### src/bpcs_pkg.sv
// package for the bridge primary command and status registers
package bpcs_pkg;
    localparam logic [7:0] CMD_OFFSET = 8'h04;
    localparam logic [7:0] STS_OFFSET = 8'h06;
    localparam logic [15:0] CMD_RESET = 16'h0000;
    localparam logic [15:0] STS_RESET = 16'h0210;
    // writable command bits: 9, 8, 6, 5, 2, 1, 0
    localparam logic [15:0] CMD_WMASK = 16'h0367;
    localparam int CMD_IO_BIT = 0;
    localparam int CMD_MEM_BIT = 1;
    localparam int CMD_MASTER_BIT = 2;
    localparam int CMD_VGA_BIT = 5;
    localparam int CMD_PARITY_BIT = 6;
    localparam int CMD_SERR_BIT = 8;
    localparam int CMD_FB2B_BIT = 9;
    localparam int STS_DPE_BIT = 8;
    localparam int STS_STA_BIT = 11;
    localparam int STS_RTA_BIT = 12;
    localparam int STS_RMA_BIT = 13;
    localparam int STS_SSE_BIT = 14;
    localparam int STS_PE_BIT = 15;
    // fixed status bits: devsel timing 01b at 10:9, capability list at 4
    localparam logic [15:0] STS_FIXED = 16'h0210;
    localparam logic [9:0] VGA_ADDR_A = 10'h3c6;
    localparam logic [9:0] VGA_ADDR_B = 10'h3c8;
    localparam logic [9:0] VGA_ADDR_C = 10'h3c9;

    typedef struct packed {
        logic parity_error;
        logic serr_signal;
        logic master_abort_rx;
        logic target_abort_rx;
        logic target_abort_tx;
        logic parity_pin;
        logic bus_master_phase;
    } bpcs_event_type;
endpackage

### src/bpcs_regs.sv
// primary command and status registers of the bridge
`timescale 1ns/1ns
`default_nettype none
module bpcs_regs (
    input wire logic clock_i,                      // primary bus clock
    input wire logic arst_n_i,                     // async reset, active low
    input wire logic cfg_write_i,                  // config write strobe
    input wire logic cfg_read_i,                   // config read strobe
    input wire logic [7:0] cfg_addr_i,             // config byte offset
    input wire logic [3:0] cfg_be_i,               // byte enables of the dword
    input wire logic [31:0] cfg_wdata_i,           // write data
    output logic [31:0] cfg_rdata_o,               // read data, registered
    input wire bpcs_pkg::bpcs_event_type events_i, // one-cycle event pulses
    input wire logic serr_request_i,               // core wants to signal system error
    input wire logic io_write_i,                   // primary I/O write decode request
    input wire logic [9:0] io_addr_i,              // primary I/O address bits 9..0
    output logic serr_n_o,                         // system-error pin output value
    output logic serr_oe_n_o,                      // system-error pin enable, low drives
    output logic parity_resp_en_o,                 // parity error response enabled
    output logic mem_fwd_en_o,                     // forward primary memory accesses
    output logic io_fwd_en_o,                      // forward primary I/O accesses
    output logic master_en_o,                      // may master on primary bus
    output logic secondary_resp_en_o,              // may respond on secondary bus
    output logic vga_fwd_o                         // forward this I/O write as palette snoop
);
    logic [15:0] command;
    logic [15:0] next_command;
    logic [15:0] status_flags;
    logic [15:0] next_status_flags;
    logic [31:0] next_cfg_rdata;
    logic [15:0] set_bits;
    logic [15:0] clr_bits;
    logic dword_hit;

    assign dword_hit = (cfg_addr_i[7:2] == bpcs_pkg::CMD_OFFSET[7:2]);

    always_comb
    begin
        next_command = command;
        if (cfg_write_i && dword_hit)
        begin
            if (cfg_be_i[0])
                next_command[7:0] = cfg_wdata_i[7:0] & bpcs_pkg::CMD_WMASK[7:0];
            if (cfg_be_i[1])
                next_command[15:8] = cfg_wdata_i[15:8] & bpcs_pkg::CMD_WMASK[15:8];
        end
    end

    always_comb
    begin
        set_bits = 16'h0000;
        clr_bits = 16'h0000;
        set_bits[bpcs_pkg::STS_PE_BIT] = events_i.parity_error;
        set_bits[bpcs_pkg::STS_SSE_BIT] = events_i.serr_signal
            & command[bpcs_pkg::CMD_SERR_BIT];
        set_bits[bpcs_pkg::STS_RMA_BIT] = events_i.master_abort_rx;
        set_bits[bpcs_pkg::STS_RTA_BIT] = events_i.target_abort_rx;
        set_bits[bpcs_pkg::STS_STA_BIT] = events_i.target_abort_tx;
        set_bits[bpcs_pkg::STS_DPE_BIT] = events_i.parity_pin & events_i.bus_master_phase
            & command[bpcs_pkg::CMD_PARITY_BIT];
        if (cfg_write_i && dword_hit)
        begin
            if (cfg_be_i[2])
                clr_bits[7:0] = cfg_wdata_i[23:16];
            if (cfg_be_i[3])
                clr_bits[15:8] = cfg_wdata_i[31:24];
        end
        // a new event wins over a clear in the same cycle
        next_status_flags = ((status_flags & ~clr_bits) | set_bits) & ~bpcs_pkg::STS_FIXED;
    end

    always_comb
    begin
        next_cfg_rdata = 32'h0000_0000;
        if (cfg_read_i && dword_hit)
            next_cfg_rdata = {status_flags | bpcs_pkg::STS_FIXED, command};
    end

    always_ff @(posedge clock_i or negedge arst_n_i)
    begin
        if (!arst_n_i)
        begin
            command <= bpcs_pkg::CMD_RESET;
            status_flags <= bpcs_pkg::STS_RESET & ~bpcs_pkg::STS_FIXED;
            cfg_rdata_o <= 32'h0000_0000;
        end
        else
        begin
            command <= next_command;
            status_flags <= next_status_flags;
            cfg_rdata_o <= next_cfg_rdata;
        end
    end

    assign serr_n_o = 1'b0;
    assign serr_oe_n_o = ~(command[bpcs_pkg::CMD_SERR_BIT] & serr_request_i);
    assign parity_resp_en_o = command[bpcs_pkg::CMD_PARITY_BIT];
    assign mem_fwd_en_o = command[bpcs_pkg::CMD_MEM_BIT];
    assign io_fwd_en_o = command[bpcs_pkg::CMD_IO_BIT];
    assign master_en_o = command[bpcs_pkg::CMD_MASTER_BIT];
    assign secondary_resp_en_o = command[bpcs_pkg::CMD_MASTER_BIT];
    assign vga_fwd_o = command[bpcs_pkg::CMD_VGA_BIT] & io_write_i
        & ((io_addr_i == bpcs_pkg::VGA_ADDR_A) || (io_addr_i == bpcs_pkg::VGA_ADDR_B)
        || (io_addr_i == bpcs_pkg::VGA_ADDR_C));
endmodule // bpcs_regs
`default_nettype wire

### config.mk
export PLATFORM = sky130hd
export DESIGN_NAME = bpcs_regs
export DESIGN_NICKNAME = d
export VERILOG_FILES = /design/src/bpcs_pkg.sv /design/src/bpcs_regs.sv
export SDC_FILE = /design/constraint.sdc
export NUM_CORES = 1
export LEC_CHECK = 0
export BUFFER_PORTS_ARGS = -buffer_cell sky130_fd_sc_hd__buf_2
export CAP_MARGIN = 0
export CORE_MARGIN = 2
export CORE_UTILIZATION = 40
export CTS_BUF_LIST = sky130_fd_sc_hd__clkbuf_2
export CTS_CLUSTER_SIZE = 16
export DETAILED_ROUTE_END_ITERATION = 8
export PLACE_DENSITY = 0.73
export SYNTH_ARGS = -nofsm -noshare
export SYNTH_HDL_FRONTEND = slang
export SYNTH_SLANG_ARGS = --single-unit
### constraint.sdc
create_clock -name clock_i -period 1.7 [get_ports clock_i]
set_clock_uncertainty 0.05 [all_clocks]
set_input_delay 0.085 -clock clock_i [delete_from_list [all_inputs] [get_ports clock_i]]
set_output_delay 0.085 -clock clock_i [all_outputs]
set_load 0.005 [all_outputs]
==> impl_metrics.sql <==
INSERT INTO impl_metrics (metric_group, metric, value, unit) VALUES
('run_status', 'outcome', 'finished, final reports clean', ''),
('cts', 'clockBufferDepth', '2', ''),
('cells_and_area', 'post_route_cells_drive_above_1_share', '0.4256', ''),
('yosys', 'syn-cell-area', '1695', 'sq um'),
('yosys', 'synth_top_area_cell', 'dfrtp_1', ''),
('yosys', 'synth_area_leaders', 'dfrtp_1, and2_1, buf_4', ''),
('cts', 'cts.repair_timing.setup_buffer_count', '0', ''),
('global_routing', 'grt_pass1_wl', '5954', 'um'),
('power_and_ir_drop', 'reported_leakage_power', '1.334', 'nW'),
('sta', 'timing.fmax', '700.1', 'MHz'),
('critical_path', 'worstReg2RegStart', 'command[6]', ''),
('cells_and_area', 'areaGrowthSynthToFinish', '44.35', '%'),
('power_and_ir_drop', 'p_switching', '0.3784', 'mW'),
('critical_path', 'cp_data_arrival_time', '1.67', 'ns'),
('route', 'dr.first_iter.drc_count', '60', ''),
('job', 'max_cap_violations', '0', ''),
('cts', 'cts_inserted_buffers', '5', ''),
('sta', 'setup_viol', '0', ''),
('die', 'die_width', '69.11', 'um'),
('die', 'die_h', '69.11', 'um'),
('sta', 'setup_ws', '0.2716', 'ns'),
('route', 'detailedRoute.firstPassIterationCount', '3', ''),
('cts', 'h-tree-depth', '2', ''),
('sta', 'fin_crit_share', '0.8402', ''),
('power_and_ir_drop', 'power.combinational.fraction', '0.101', ''),
('critical_path', 'r2r_cells', '4', ''),
('route', 'detailroute.via_count', '1309', ''),
('cells_and_area', 'postLayoutCoreUtil', '0.6075', ''),
('placement', 'global_placement_routability_congestion', '0.6848', ''),
('yosys', 'synth.cells.most_frequent', 'dfrtp_1, and2_1, buf_4, a21boi_0, mux2_2', ''),
('hold_path', 'min-delay-path-class', 'in -> reg', ''),
('route', 'postRouteAntennaNets', '0', ''),
('sta', 'finalSetupTns', '0', 'ns'),
('global_routing', 'antenna_found_initial', '0', ''),
('route', 'drt-vias-per-instance', '4.483', ''),
('placement', 'place.detailed.hpwl', '2474', 'um'),
('sta', 'hold_viol', '0', ''),
('placement', 'numPlacedInstances', '256', ''),
('critical_path', 'critPathKind', 'in -> reg', ''),
('critical_path', 'critPathLaunchType', 'primary input', ''),
('sta', 'slew_headroom', '0.6561', ''),
('placement', 'dp_worst_setup_slack', '0.3522', 'ns'),
('global_routing', 'first_global_vias', '1326', ''),
('cts', 'worst_skew_pair.late_latency', '0.39', 'ns'),
('global_routing', 'globalRouteTotalUtil', '0.1591', ''),
('die', 'design.portCount', '107', ''),
('route', 'wl_per_cell', '12.18', 'um'),
('route', 'detail_route.drc_violations', '0', ''),
('cts', 'clock_transition_time_at_the_flip_flop_clock_pins_of_the_worst_setup_and_hold_paths', '0.20', 'ns'),
('critical_path', 'r2r_setup_slack', '0.31', 'ns'),
('power_and_ir_drop', 'power.density', '725.1', 'nW/um^2'),
('power_and_ir_drop', 'ir_drop', '342.2', 'uV'),
('sta', 'grt_setup_unrepaired', 'no', ''),
('critical_path', 'crit-reg2reg-capture', 'status_flags[8]', ''),
('power_and_ir_drop', 'power.switching_fraction', '0.2132', ''),
('yosys', 'async_reset_ff_frac', '1.000', ''),
('yosys', 'yosys_warnings', '0', ''),
('cts', 'tritoncts', 'done', ''),
('yosys', 'yosysSeqAreaShare', '0.6347', ''),
('yosys', 'yosys_most_used_dff', 'dfrtp_1', ''),
('yosys', 'synth.ff_latch_count', '43', ''),
('sta', 'tightest_slew', '0.5158', 'ns'),
('placement', 'numPortBuffers', '83', ''),
('cts', 'cts.root.buffer_cell', 'clkbuf_2', ''),
('route', 'total_wirelength_of_the_detailed_routed_design', '3558', 'um'),
('power_and_ir_drop', 'pwr-share-seq', '0.591', ''),
('die', 'placeableCoreArea', '4029', 'sq um'),
('cts', 'clock-sinks', '43', ''),
('yosys', 'most_frequent_cell_after_synthesis', 'dfrtp_1', ''),
('critical_path', 'worst-endpoint-required', '1.95', 'ns'),
('power_and_ir_drop', 'cell_internal_pwr', '1.396', 'mW');
==> sequential cells by signal, indices dropped and copies added, names as in the netlist <==
| register | flops |
|---|---|
| cfg_rdata_o | 22 |
| status_flags | 14 |
| command | 7 |
==> critical path: stages <==
cell,delay [ns]
buf_2,0.11
nor4b_4,0.41
and4_2,0.39
a31oi_1,0.10
dlygate4sd3_1,0.57
==> per-layer routing <==
| layer | routed length (um) | track usage | vias to the layer above |
|---|---|---|---|
| met5 | 0 | 0 | - |
| met4 | 79 | 0.06536 | 0 |
| met3 | 260 | 0.05702 | 8 |
| met2 | 1757 | 0.2618 | 59 |
| met1 | 1461 | 0.1891 | 609 |
| li1 | - | - | 633 |
==> layout make-up <==
type / count / area [sq um]
Multi-Input combinational cell: 73 / 513.0
Inverter: 6 / 22.52
Clock inverter: 1 / 30.03
Clock buffer: 6 / 30.03
Timing Repair Buffer: 113 / 713.2
Sequential cell: 43 / 1076
Fill cell: 340 / 1582
Tap cell: 50 / 62.56
==> placed cells by master (no fill, tap or decap), drive strengths merged <==
cell type	instances
and2	21
nor4bb	1
a31oi	4
nand4	3
nor4b	1
nand4bb	1
a2bb2oi	1
o21a	1
mux2	7
nor3b	1
nor3	1
buf	84
dlygate4sd3	29
nand2	1
bufinv	1
conb	10
nand3	1
and3	1
a21boi	8
clkbuf	6
dfrtp	43
nor2	6
inv	6
and4	2
o21ai	2
==> worst max-delay path by stage <==
stage	startpoint	endpoint	slack [ns]	cells after the start
2_1_floorplan	cfg_addr_i[7]	status_flags[10]	0.59	4
3_3_place_gp	cfg_addr_i[7]	status_flags[10]	0.41	4
3_5_place_dp	cfg_addr_i[7]	status_flags[12]	0.35	4
4_1_cts	cfg_addr_i[7]	status_flags[12]	0.27	5
5_1_grt	command[6]	status_flags[8]	0.22	4
6_report	cfg_addr_i[7]	status_flags[13]	0.27	5
==> power groups by stage <==
stage	Clock [mW]	Combinational (mW)	Sequential [mW]
2_1_floorplan	0	0.0539	1.07
4_1_cts	0.561	0.181	1.05
6_report	0.545	0.180	1.05
3_5_place_dp	0	0.136	1.07
3_3_place_gp	0	0.133	1.07
5_1_grt	0.601	0.201	1.05
==> cell families after synthesis <==
logic type,after synthesis,synth area share
flip-flops,43,0.6347
AND/OR/NAND/NOR,40,0.1683
buffers and inverters,21,0.08265
AO/OA/AOI/OAI,16,0.06568
multiplexers,7,0.04650
other,1,0.002212
==> through the flow <==
| step | hold WS (ns) | power [mW] | instance area, sq um |
|---|---|---|---|
| floorplan | -0.2606 | 1.121 | 1729 |
| global placement | 0.1316 | 1.200 | 2097 |
| detailed placement | 0.1314 | 1.203 | 2097 |
| CTS | 0.01762 | 1.791 | 2447 |
| global route | 0.002198 | 1.855 | 2447 |
| finish | 0.03588 | 1.774 | 2447 |
==> repair_timing <==
| item | 4_1_cts | 5_1_grt |
|---|---|---|
| setup endpoints to repair | 0 | 0 |
| hold buffers | 29 | 0 |
| resized for setup | 0 | 0 |
| endpoints found under the hold margin | 65 | 0 |
Note: power is estimated with default switching activity, not from simulation.
